<file path="src/flash_host_map.svh">
// constants for the parallel flash host controller
// Operation
// host writes a command by pulling write strobe low with chip select low.
// device takes address on last falling edge, data on first rising edge.
// device idles low-power after a read, wakes on next read transition.
// after power-up with chip select low, no idle before first address change.
// device drives data only while chip select and output gate are low.
// chip select high deselects the device, other controls ignored.
// host programs a byte only after its sector was erased.
// program is three unlock writes then address and data write.
// internal program completes within 20 microseconds.
// during program only status reads, commands ignored.
// sector erase is six writes ending with 30h at sector address.
// block erase is six writes ending with 50h at block address.
// erase address on sixth falling edge, command on its rising edge.
// commands during sector or block erase are ignored.
// chip erase is six writes ending with 10h at 5555h.
// chip erase starts on sixth rising edge, only status reads until done.
// poll and toggle bits report completion after the launching strobe.
// on inconsistent status, host re-reads twice, done only if both valid.
// poll bit reads complement during program, zero during erase.
// toggle bit alternates on consecutive reads while busy.
// a wrong unlock write aborts the sequence back to read mode.
// host waits for completion before issuing a new command.
`ifndef FLASH_HOST_MAP_SVH
`define FLASH_HOST_MAP_SVH
`define ADDR_W 20
`define UNLOCK_A1 20'h05555
`define UNLOCK_D1 8'haa
`define UNLOCK_A2 20'h02aaa
`define UNLOCK_D2 8'h55
`define CMD_SETUP_PROG 8'ha0
`define CMD_SETUP_ERASE 8'h80
`define CMD_SECTOR 8'h30
`define CMD_BLOCK 8'h50
`define CMD_CHIP 8'h10
`define POLL_BIT 7
`define TOGGLE_BIT 6
`define PHASE_CYC 4'h3
`define REC_NS 1000
`define CLK_NS 40
`define REC_CYC ((`REC_NS + `CLK_NS - 1) / `CLK_NS)
`endif

</file>
<file path="src/flash_host_pkg.sv">
// types for the parallel flash host controller
package flash_host_pkg;
  typedef enum logic [2:0] {OP_READ = 3'h0, OP_PROG = 3'h1, OP_SECTOR = 3'h2,
    OP_BLOCK = 3'h3, OP_CHIP = 3'h4} op_e;
  typedef struct packed {
    op_e op;
    logic [19:0] addr;
    logic [7:0] data;
  } req_s;
  typedef struct packed {
    logic [19:0] addr;
    logic [7:0] data;
    logic rd;
  } cyc_s;
endpackage

</file>
<file path="src/flash_host_ctrl.sv">
// host sequencer driving program, erase and status polling on a flash
`timescale 1ns/10ps
`include "flash_host_map.svh"
module flash_host_ctrl (
  input wire logic i_ref_clk,
  input wire logic i_rst,
  input wire logic i_ce,
  input wire logic i_req_valid,
  input wire flash_host_pkg::req_s i_req,
  output logic o_req_ready,
  output logic o_resp_valid,
  output logic [7:0] o_resp_data,
  output logic o_busy,
  input wire logic [7:0] i_dq,
  output logic [7:0] o_dq,
  output logic o_dq_oe,
  output logic [19:0] o_addr,
  output logic o_ce_n,
  output logic o_oe_n,
  output logic o_we_n
);
  // ===========================================================
  // top sequencer
  typedef enum logic [5:0] {
    ST_IDLE = 6'h01, ST_WRITE = 6'h02, ST_READ = 6'h04,
    ST_POLL = 6'h08, ST_CHECK = 6'h10, ST_DONE = 6'h20
  } st_e;
  st_e st_reg, st_next;
  flash_host_pkg::req_s req_reg, req_next;
  logic [2:0] step_reg, step_next;
  logic [1:0] npoll_reg, npoll_next;
  logic [7:0] last_reg, last_next;
  logic [1:0] agree_reg, agree_next;
  logic [7:0] resp_reg, resp_next;
  logic rv_reg, rv_next;
  logic cyc_start;
  flash_host_pkg::cyc_s cyc;
  logic cyc_done;
  logic [7:0] cyc_rdata;
  // unlock writes indexed by step, shared by program and erase
  function automatic flash_host_pkg::cyc_s seq_cyc(input flash_host_pkg::req_s r,
    input logic [2:0] s);
    flash_host_pkg::cyc_s c;
    c.rd = 1'b0;
    c.addr = `UNLOCK_A1;
    c.data = `UNLOCK_D1;
    case (s)
      3'h1, 3'h4:
      begin
        c.addr = `UNLOCK_A2;
        c.data = `UNLOCK_D2;
      end
      3'h2: c.data = (r.op == flash_host_pkg::OP_PROG) ? `CMD_SETUP_PROG :
        `CMD_SETUP_ERASE;
      3'h0, 3'h3: c.data = `UNLOCK_D1;
      default: c = '0;
    endcase
    return c;
  endfunction
  // final write of each operation
  function automatic flash_host_pkg::cyc_s last_cyc(input flash_host_pkg::req_s r);
    flash_host_pkg::cyc_s c;
    c.rd = 1'b0;
    c.addr = r.addr;
    case (r.op)
      flash_host_pkg::OP_PROG: c.data = r.data;
      flash_host_pkg::OP_SECTOR: c.data = `CMD_SECTOR;
      flash_host_pkg::OP_BLOCK: c.data = `CMD_BLOCK;
      flash_host_pkg::OP_CHIP:
      begin
        c.addr = `UNLOCK_A1;
        c.data = `CMD_CHIP;
      end
      default: c.data = 8'h00;
    endcase
    return c;
  endfunction
  function automatic logic [2:0] nwrites(input flash_host_pkg::op_e op);
    return (op == flash_host_pkg::OP_PROG) ? 3'h3 : 3'h5;
  endfunction
  // a status pair is settled when toggle bit stops and poll bit shows true value
  function automatic logic settled(input logic [7:0] a, input logic [7:0] b,
    input flash_host_pkg::req_s r);
    logic want;
    want = (r.op == flash_host_pkg::OP_PROG) ? r.data[`POLL_BIT] : 1'b1;
    return (a[`TOGGLE_BIT] == b[`TOGGLE_BIT]) && (b[`POLL_BIT] == want);
  endfunction
  always_comb
  begin
    st_next = st_reg;
    req_next = req_reg;
    step_next = step_reg;
    npoll_next = npoll_reg;
    last_next = last_reg;
    agree_next = agree_reg;
    resp_next = resp_reg;
    rv_next = 1'b0;
    cyc_start = 1'b0;
    cyc = '0;
    case (st_reg)
      ST_IDLE:
      begin
        if (i_req_valid)
        begin
          req_next = i_req;
          step_next = 3'h0;
          st_next = (i_req.op == flash_host_pkg::OP_READ) ? ST_READ : ST_WRITE;
        end
      end
      ST_READ:
      begin
        cyc.rd = 1'b1;
        cyc.addr = req_reg.addr;
        cyc_start = (step_reg == 3'h0);
        step_next = 3'h1;
        if (cyc_done)
        begin
          resp_next = cyc_rdata;
          rv_next = 1'b1;
          st_next = ST_IDLE;
        end
      end
      ST_WRITE:
      begin
        // one start per step; the cycle module ignores starts while busy or done
        cyc = (step_reg == nwrites(req_reg.op)) ? last_cyc(req_reg) :
          seq_cyc(req_reg, step_reg);
        cyc_start = 1'b1;
        if (cyc_done)
        begin
          if (step_reg == nwrites(req_reg.op))
          begin
            st_next = ST_POLL;
            npoll_next = 2'h0;
            agree_next = 2'h0;
          end
          else
            step_next = step_reg + 3'h1;
        end
      end
      ST_POLL:
      begin
        cyc.rd = 1'b1;
        cyc.addr = req_reg.addr;
        cyc_start = 1'b1;
        if (cyc_done)
          st_next = ST_CHECK;
      end
      ST_CHECK:
      begin
        // one settled pair is not trusted; a second settled pair, on the next read, confirms
        if (settled(last_reg, cyc_rdata, req_reg) && npoll_reg != 2'h0)
        begin
          agree_next = agree_reg + 2'h1;
          if (agree_reg == 2'h1)
            st_next = ST_DONE;
          else
            st_next = ST_POLL;
        end
        else
        begin
          agree_next = 2'h0;
          st_next = ST_POLL;
        end
        npoll_next = 2'h1;
        // kept for the next pair, so the toggle bit is compared across two reads
        last_next = cyc_rdata;
      end
      ST_DONE:
      begin
        resp_next = cyc_rdata;
        rv_next = 1'b1;
        st_next = ST_IDLE;
      end
      default: st_next = ST_IDLE;
    endcase
  end
  always_ff @(posedge i_ref_clk)
  begin
    if (i_rst)
    begin
      st_reg <= ST_IDLE;
      req_reg <= '0;
      step_reg <= 3'h0;
      npoll_reg <= 2'h0;
      last_reg <= 8'h00;
      agree_reg <= 2'h0;
      resp_reg <= 8'h00;
      rv_reg <= 1'b0;
    end
    else if (i_ce)
    begin
      st_reg <= st_next;
      req_reg <= req_next;
      step_reg <= step_next;
      npoll_reg <= npoll_next;
      last_reg <= last_next;
      agree_reg <= agree_next;
      resp_reg <= resp_next;
      rv_reg <= rv_next;
    end
  end
  flash_bus_cycle u_cyc (
    .i_ref_clk(i_ref_clk),
    .i_rst(i_rst),
    .i_ce(i_ce),
    .i_start(cyc_start),
    .i_cyc(cyc),
    .i_dq(i_dq),
    .o_done(cyc_done),
    .o_rdata(cyc_rdata),
    .o_ce_n(o_ce_n),
    .o_oe_n(o_oe_n),
    .o_we_n(o_we_n),
    .o_addr(o_addr),
    .o_dq(o_dq),
    .o_dq_oe(o_dq_oe)
  );
  // new requests only in idle, so no command reaches a busy device
  assign o_req_ready = (st_reg == ST_IDLE);
  assign o_busy = (st_reg != ST_IDLE);
  assign o_resp_valid = rv_reg;
  assign o_resp_data = resp_reg;
  no_cmd_busy_a: assert property (@(posedge i_ref_clk) disable iff (i_rst)
    (st_reg == ST_POLL || st_reg == ST_CHECK) |-> o_we_n)
    else $error("write during status poll");
  done_confirm_a: assert property (@(posedge i_ref_clk) disable iff (i_rst)
    (st_reg == ST_DONE) |-> $past(agree_reg) == 2'h1)
    else $error("completion without two agreeing reads");
endmodule

</file>
<file path="src/flash_bus_cycle.sv">
// one asynchronous bus cycle on the flash pins
`timescale 1ns/10ps
`include "flash_host_map.svh"
module flash_bus_cycle (
  input wire logic i_ref_clk,
  input wire logic i_rst,
  input wire logic i_ce,
  input wire logic i_start,
  input wire flash_host_pkg::cyc_s i_cyc,
  input wire logic [7:0] i_dq,
  output logic o_done,
  output logic [7:0] o_rdata,
  output logic o_ce_n,
  output logic o_oe_n,
  output logic o_we_n,
  output logic [19:0] o_addr,
  output logic [7:0] o_dq,
  output logic o_dq_oe
);
  // ===========================================================
  // setup, strobe, hold phases
  logic [1:0] ph_reg, ph_next;
  logic [3:0] cnt_reg, cnt_next;
  flash_host_pkg::cyc_s cyc_reg, cyc_next;
  logic [7:0] rd_reg, rd_next;
  logic [7:0] s1_reg, s2_reg, s3_reg;
  logic done_next, done_reg;
  // triple sampler, value taken at strobe end only if last two stages agree, else old value kept
  always_ff @(posedge i_ref_clk)
  begin
    if (i_rst)
    begin
      s1_reg <= 8'h00;
      s2_reg <= 8'h00;
      s3_reg <= 8'h00;
    end
    else if (i_ce)
    begin
      s1_reg <= i_dq;
      s2_reg <= s1_reg;
      s3_reg <= s2_reg;
    end
  end
  // phase sequencing; address set before strobe falls so it is latched stable
  always_comb
  begin
    ph_next = ph_reg;
    cnt_next = cnt_reg;
    cyc_next = cyc_reg;
    rd_next = rd_reg;
    done_next = 1'b0;
    case (ph_reg)
      2'h0:
      begin
        // a start seen in the done cycle still carries the old step, so it is dropped
        if (i_start && !done_reg)
        begin
          cyc_next = i_cyc;
          ph_next = 2'h1;
          cnt_next = `PHASE_CYC;
        end
      end
      2'h1:
      begin
        if (cnt_reg == 4'h0)
        begin
          ph_next = 2'h2;
          cnt_next = `PHASE_CYC + `PHASE_CYC;
        end
        else
          cnt_next = cnt_reg - 4'h1;
      end
      2'h2:
      begin
        // hold strobe long enough for three-stage sampler to settle
        if (cnt_reg == 4'h0)
        begin
          if (s2_reg == s3_reg)
            rd_next = s3_reg;
          ph_next = 2'h3;
          cnt_next = `PHASE_CYC;
        end
        else
          cnt_next = cnt_reg - 4'h1;
      end
      default:
      begin
        if (cnt_reg == 4'h0)
        begin
          ph_next = 2'h0;
          done_next = 1'b1;
        end
        else
          cnt_next = cnt_reg - 4'h1;
      end
    endcase
  end
  always_ff @(posedge i_ref_clk)
  begin
    if (i_rst)
    begin
      ph_reg <= 2'h0;
      cnt_reg <= 4'h0;
      cyc_reg <= '0;
      rd_reg <= 8'h00;
      done_reg <= 1'b0;
    end
    else if (i_ce)
    begin
      ph_reg <= ph_next;
      cnt_reg <= cnt_next;
      cyc_reg <= cyc_next;
      rd_reg <= rd_next;
      done_reg <= done_next;
    end
  end
  // pin drive: chip select low across the whole cycle, strobe only mid-cycle
  assign o_ce_n = (ph_reg == 2'h0);
  assign o_we_n = !((ph_reg == 2'h2) && !cyc_reg.rd);
  assign o_oe_n = !((ph_reg == 2'h2) && cyc_reg.rd);
  assign o_addr = cyc_reg.addr;
  assign o_dq = cyc_reg.data;
  assign o_dq_oe = (ph_reg != 2'h0) && !cyc_reg.rd; // never fight device drive
  assign o_rdata = rd_reg;
  assign o_done = done_reg;
  strobe_pair_a: assert property (@(posedge i_ref_clk) disable iff (i_rst)
    !(!o_we_n && !o_oe_n)) else $error("write and read strobe both low");
  strobe_cs_a: assert property (@(posedge i_ref_clk) disable iff (i_rst)
    (!o_we_n || !o_oe_n) |-> !o_ce_n) else $error("strobe without select");
  addr_hold_a: assert property (@(posedge i_ref_clk) disable iff (i_rst)
    !o_we_n |-> $stable({o_addr, o_dq})) else $error("address or data moved under strobe");
  read_nodrive_a: assert property (@(posedge i_ref_clk) disable iff (i_rst)
    !o_oe_n |-> !o_dq_oe) else $error("host drives data during read");
endmodule

</file>
<file path="config.mk">
export PLATFORM = sky130hd
export DESIGN_NAME = flash_host_ctrl
export DESIGN_NICKNAME = d
export VERILOG_FILES = /design/src/flash_host_pkg.sv /design/src/flash_host_ctrl.sv /design/src/flash_bus_cycle.sv
export VERILOG_INCLUDE_DIRS = /design/src
export SDC_FILE = /design/constraint.sdc
export NUM_CORES = 1
export LEC_CHECK = 0
export BUFFER_PORTS_ARGS = -buffer_cell sky130_fd_sc_hd__buf_2
export CORE_MARGIN = 3
export CORE_UTILIZATION = 52
export CTS_CLUSTER_SIZE = 25
export DETAILED_ROUTE_END_ITERATION = 8
export GPL_TIMING_DRIVEN = 0
export HOLD_SLACK_MARGIN = 0.02
export PLACE_DENSITY = 0.74
export RECOVER_POWER = 100
export SLEW_MARGIN = 20
export SYNTH_ARGS = -nofsm -noshare
export SYNTH_HDL_FRONTEND = slang
export SYNTH_SLANG_ARGS = --single-unit
export TNS_END_PERCENT = 20
</file>
<file path="constraint.sdc">
create_clock -name i_ref_clk -period 3.52 [get_ports i_ref_clk]
set_input_delay 0.176 -clock i_ref_clk [delete_from_list [all_inputs] [get_ports i_ref_clk]]
set_output_delay 0.176 -clock i_ref_clk [all_outputs]
set_load 0.02 [all_outputs]
</file>
# After elaboration in Yosys (flattened, before gate mapping)
# Index checks and enable logic that the tools add are counted.
[classes]
eq_ne = 32
shift = 0
n_addsub = 3
multipliers = 0
n_reduce_logical = 36
bitwise = 0
mux = 46
magnitude_cmp = 0
div = 0
[ops]
columns = ["op", "count"]
rows = [
  ["6-bit two-way mux", 8],
  ["20-bit one-hot mux with 2 select lines", 1],
  ["8-bit one-hot mux with 4 select lines", 1],
  ["15-bit one-hot mux with 2 select lines", 1],
  ["6-bit one-hot mux with 5 select lines", 1],
  ["29-bit two-way mux", 1],
  ["8-bit one-hot mux with 3 select lines", 1],
  ["20-bit two-way mux", 1],
  ["4-bit two-way mux", 4],
  ["8-bit two-way mux", 2],
  ["8-bit one-hot mux with 2 select lines", 1],
  ["3-bit two-way mux", 5],
  ["2-bit two-way mux", 7],
  ["3-bit by 2-bit equality test with 1-bit output, second input constant", 4],
  ["2-bit by 1-bit inequality test with 1-bit output, second input constant", 6],
  ["4-bit one-hot mux with 3 select lines", 1],
  ["3-bit AND reduction", 4],
  ["5-bit AND reduction", 2],
  ["2-bit nonzero test", 5],
  ["3-bit one-hot mux with 3 select lines", 1],
  ["8-bit equality test", 1],
  ["2-bit one-hot mux with 2 select lines", 2],
  ["4-bit AND reduction", 2],
  ["2-bit OR reduction", 4],
  ["30 further kinds", 51],
]
[totals]
register_bits = 128
mem_bits_ro = 0
memories = 0
input_bits = 43
out_inout_bits = 43
word_cells = 137
latchBits = 0
mem_bits_rw = 0

# Depth between registers and ports, before layout
[logic_depth]
word_depth = 7
depth_mapped = 9
mapped_depth_nobuf = 7

# Modules after synthesis
# A second synthesis with hierarchy kept.
[unflattened]
hier_cells = 697
hier_area_um2 = 5765.5
[modules_own_cells]
columns = ["module", "n_inst", "area_each_um2", "cells_each"]
rows = [
  ["flash_bus_cycle", 1, 3026.7, 347],
  ["flash_host_ctrl", 1, 2738.9, 350],
]

# Worst setup path after synthesis
# OpenSTA, ideal clock, no wires.
[synth_timing]
kind = "flip-flop to flip-flop"
startpoint = "register st_reg[2]"
endpoint = "register req_reg[21] (netlist bit)"
stages_incl_launch_ff = 9
n_path_buf = 2
arrival_ns = 1.836
path_slack_ns = 1.552
period_less_slack_ns = 1.968
cell_sequence = "dfxtp_1 > buf_6 > or4_4 > or2_4 > inv_2 > nand3_1 > clkbuf_1 > nand2_1 > a21oi_1"
[synth_between]
elab_chain_len = 2
[synth_rtl]
columns = ["item", "line_no", "text"]
rows = [
  ["start, declared", "flash_host_ctrl.sv:28", "st_e st_reg, st_next;"],
  ["start signal, assigned", "flash_host_ctrl.sv:193", "st_reg <= st_next;"],
  ["6-bit by 1-bit equality test with 1-bit output", "--", ""],
  ["named net o_req_ready", "flash_host_ctrl.sv:10", "output logic o_req_ready,"],
  ["3-bit AND reduction (no line)", "--", ""],
  ["end signal, assigned", "flash_host_ctrl.sv:194", "req_reg <= req_next;"],
  ["end, declared", "flash_host_ctrl.sv:29", "flash_host_pkg::req_s req_reg, req_next;"],
]
# The timed path passes the listed nets, and every way through them passes these cells.
# A chain may end at the register's enable or synchronous reset.

# Worst setup path in the final report
[layout_timing]
startpoint = "register req_reg[28] (netlist bit)"
endpoint = "register st_reg[2]"
[layout_between]
elab_chain_len = 7
word_cells_on_any_way = 11
cone_classes = "eq/ne (4); mux (4); reduce/logical (3)"
[layout_rtl]
columns = ["item", "line_no", "text"]
rows = [
  ["3-bit by 1-bit equality test with 1-bit output (*)", "flash_host_ctrl.sv:79, flash_host_ctrl.sv:85", ""],
  ["1-bit two-way mux", "flash_host_ctrl.sv:85", "want = (r.op == flash_host_pkg::OP_PROG) ? r.data[`POLL_BIT] : 1'b1;"],
  ["1-bit equality test", "flash_host_ctrl.sv:86", "return (a[`TOGGLE_BIT] == b[`TOGGLE_BIT]) && (b[`POLL_BIT] == want);"],
  ["1-bit logical AND", "flash_host_ctrl.sv:86", ""],
  ["1-bit logical AND", "flash_host_ctrl.sv:152", "if (settled(last_reg, cyc_rdata, req_reg) && npoll_reg != 2'h0)"],
  ["6-bit two-way mux", "flash_host_ctrl.sv:152", ""],
  ["6-bit one-hot mux with 5 select lines", "flash_host_ctrl.sv:100", "case (st_reg)"],
]
# Mark *: on every way between the ends. The rest lies on a longest branch, timed or not.

==> metrics.cfg <==
[yosys]
synthFlopType = dfxtp_1
ys_ff_latch = 121
synth_edf_count = 0
yosys_warnings = 0
synth_area_um2 = 5736
syn-mean-instance-area_um2 = 8.638
netlist_instances = 664
yosysUniqueCellTypes = 59
ys_async_sr_fraction_pct = 0
synth_nets = 718
seq_area_frac_synth_pct = 42.23

[layout]
area_delta_synth_final_pct = 25.76
antenna_cells = 0
largest_reg_flops = 31
final_nets = 859
final_layout_size_suffix_gt1_share_pct = 13.97
final_util_pct = 68.64

[sta]
tns_ns = 0
clock.fmax_mhz = 351.6
fin_crit_ns = 2.844
whs_ns = 0.09095
slew_headroom_pct = 45.15
hold_viol = 0
fin_crit_sh_pct = 80.81
finalClockSkew_ns = 0.006496
rsz0062_at_grt = false
tightest_slew_ns = 0.7998
setup-violations-final = 0
final_max_slew_viol_count = 0

[setup_path]
cp_max_fo = 10
arrival_ns = 3.24
worstSetupPathType = register to register
worst_setup_path_end_kind = register
r2r-end = st_reg[2]
cp_num_buf_inv = 1
r2r_cells = 6
rrSetupSlack_ns = 0.68
critical_path.cell_chain = clkbuf_1, nor3b_1, mux2_1, o211ai_1, mux2i_1, nor2_1
cp_top_family = multiplexers
startpoint_type = register
cp-startpoint = req_reg[28]
slowest_delay_ns = 0.67
crit_end = st_reg[2]
slowest_stage = o211ai_1
critPathRequiredTime_ns = 3.92
path_depth = 6
reg2reg_from = req_reg[28]

[global_route]
grt_pass1_wl_mm = 25.14
grt-busiest-layer = met2
grt_max_degree = 17
grt_overflow = 0
antenna_found_initial = 0
grt_pass1_vias = 5234
use_met3_pct = 6.605
grtUsageTotal_pct = 25.08
grt_use_met1_pct = 29.22
use_met2_pct = 43.00

[route]
drt-total-wl_mm = 15.25
post_drt_wl_per_cell_um = 16.02
postRouteAntennaNets = 0
drtPass1Iterations = 6
remaining_drc_errors = 0
drt_iter0_markers = 386
viasPerCell = 5.483
via_count = 5220

[cts]
cts_tree = yes
ctsHoldBuffers = 39
postCtsSetupRepairBufs = 0
cts_max_level = 4
clk_path_buf_depth = 2
cts.sinks = 121
clk_latency_ns = 0.53
cts_buffers = 17
root_buffer = clkbuf_8
clkTransAtPathRegs_ns = 0.06
cts_resized = 0

[placement]
gp_congestion = 0.8978
hpwlAfterDp_mm = 10.49
io_buffers = 83

[power_and_ir_drop]
p_per_area_nw_per_um2 = 526.2
leakagePower_nw = 2.913
irDropWorstVdd_mv = 0.3436

[floorplan]
die_h_um = 111.0
die_x_um = 111.0
start_util_pct = 54.58
core_um2 = 10510
num_rows = 37
io-pin-count = 86
die-area_um2 = 12330

[job]
maxCapViolations = 0

[hold_path]
min_path_type = primary input to register

[run_status]
status = finished clean

==> cell families after synthesis <==
group | synth area share (%)
buffers and inverters | 8.355
DFF | 42.23
xor gates and xnor gates | 1.985
muxes | 8.399
AOI/OAI and AO/OA | 13.98
and+or+nand+nor | 22.64
adders and majority gates | 2.400
==> stage by stage <==
step / instance area, µm² / setup WS [ns] / power, mW / cells
2_1_floorplan: 5736 / 1.552 / 1.895 / 664
3_3_place_gp: 6321 / 1.222 / 2.037 / 883
3_5_place_dp: 6321 / 1.134 / 2.055 / 883
4_1_cts: 7303 / 1.116 / 3.824 / 952
5_1_grt: 7213 / 0.4739 / 3.943 / 952
6_report: 7213 / 0.6756 / 3.796 / 952
==> where the power goes <==
part | internal [mW] | switching (mW) | leakage [nW] | total [mW]
logic | 0.230 | 0.347 | 1.64 | 0.577
clock network | 1.14 | 0.599 | 0.296 | 1.74
registers | 1.43 | 0.0452 | 0.980 | 1.48
total | 2.80 | 0.992 | 2.91 | 3.80
==> cell usage in the layout, fill, tap and decap left out, drive strengths merged, types with 3 or more instances in the layout <==
master / instances
nand3: 25
inv: 12
o21ai: 24
nand3b: 20
nor2b: 4
ha: 11
o211ai: 6
nand4b: 10
and3b: 3
nand2b: 4
a21oi: 62
a211oi: 9
bufinv: 3
o31ai: 5
clkbuf: 98
mux2i: 47
clkinv: 5
nand2: 83
o2bb2ai: 4
or2: 3
buf: 80
a31oi: 3
or4: 3
nor3: 6
dfxtp: 121
and2: 7
nor4: 6
xor2: 11
nor3b: 4
nor2: 67
dlygate4sd3: 39
a2bb2oi: 3
==> routing by layer <==
metal | vias up | part of all wire (%)
li1 | 2563 | -
met1 | 2450 | 43
met2 | 173 | 48
met3 | 34 | 5.8
met4 | 0 | 3.0
met5 | - | 0
==> cell usage after synthesis (5+ instances only) <==
cell	n	share of area, %
dfxtp_1	121	42
nand2_1	82	5.4
nor2_1	67	4.4
a21oi_1	62	5.4
mux2i_1	47	8.2
buf_4	29	3.8
clkbuf_1	27	1.8
nand3_1	24	2.1
o21ai_0	24	2.1
nand3b_1	20	2.6
buf_2	11	0.96
ha_1	11	2.4
inv_1	11	0.72
xor2_1	11	1.7
nand4b_1	10	1.5
a211oi_1	9	1.2
and2_1	7	0.76
nor3_1	6	0.52
buf_6	5	0.98
nor4_1	5	0.55
o211ai_1	5	0.65
o31ai_1	5	0.65
==> worst register-to-register path, cell delays in order (launching register included) <==
cell	delay, ns
dfxtp_1	0.31
clkbuf_1	0.29
nor3b_1	0.56
mux2_1	0.55
o211ai_1	0.67
mux2i_1	0.28
nor2_1	0.06
==> cell type report <==
| cell class | instances | area [µm²] |
|---|---|---|
| inverter | 12 | 45.04 |
| tap | 136 | 170.2 |
| timing repair buffer | 122 | 753.2 |
| buffer | 73 | 426.7 |
| clock buffer | 22 | 473.0 |
| multi-input combinational | 458 | 2804 |
| sequential | 121 | 2422 |
| fill | 874 | 3296 |
| clock inverter | 8 | 118.9 |
==> how the worst min path moves through the flow <==
| stage | to | depth (start not counted) | start |
|---|---|---|---|
| after floorplan | req_reg[11] | 2 | i_req[11] |
| after global placement | u_cyc.s1_reg[3] | 3 | i_dq[3] |
| after detailed placement | u_cyc.s1_reg[1] | 3 | i_dq[1] |
| after CTS | u_cyc.o_addr[2] | 3 | i_rst |
| after global routing | u_cyc.o_addr[2] | 3 | i_rst |
| final | u_cyc.o_addr[2] | 3 | i_rst |
No activity file was read; power rests on OpenSTA's default activity.
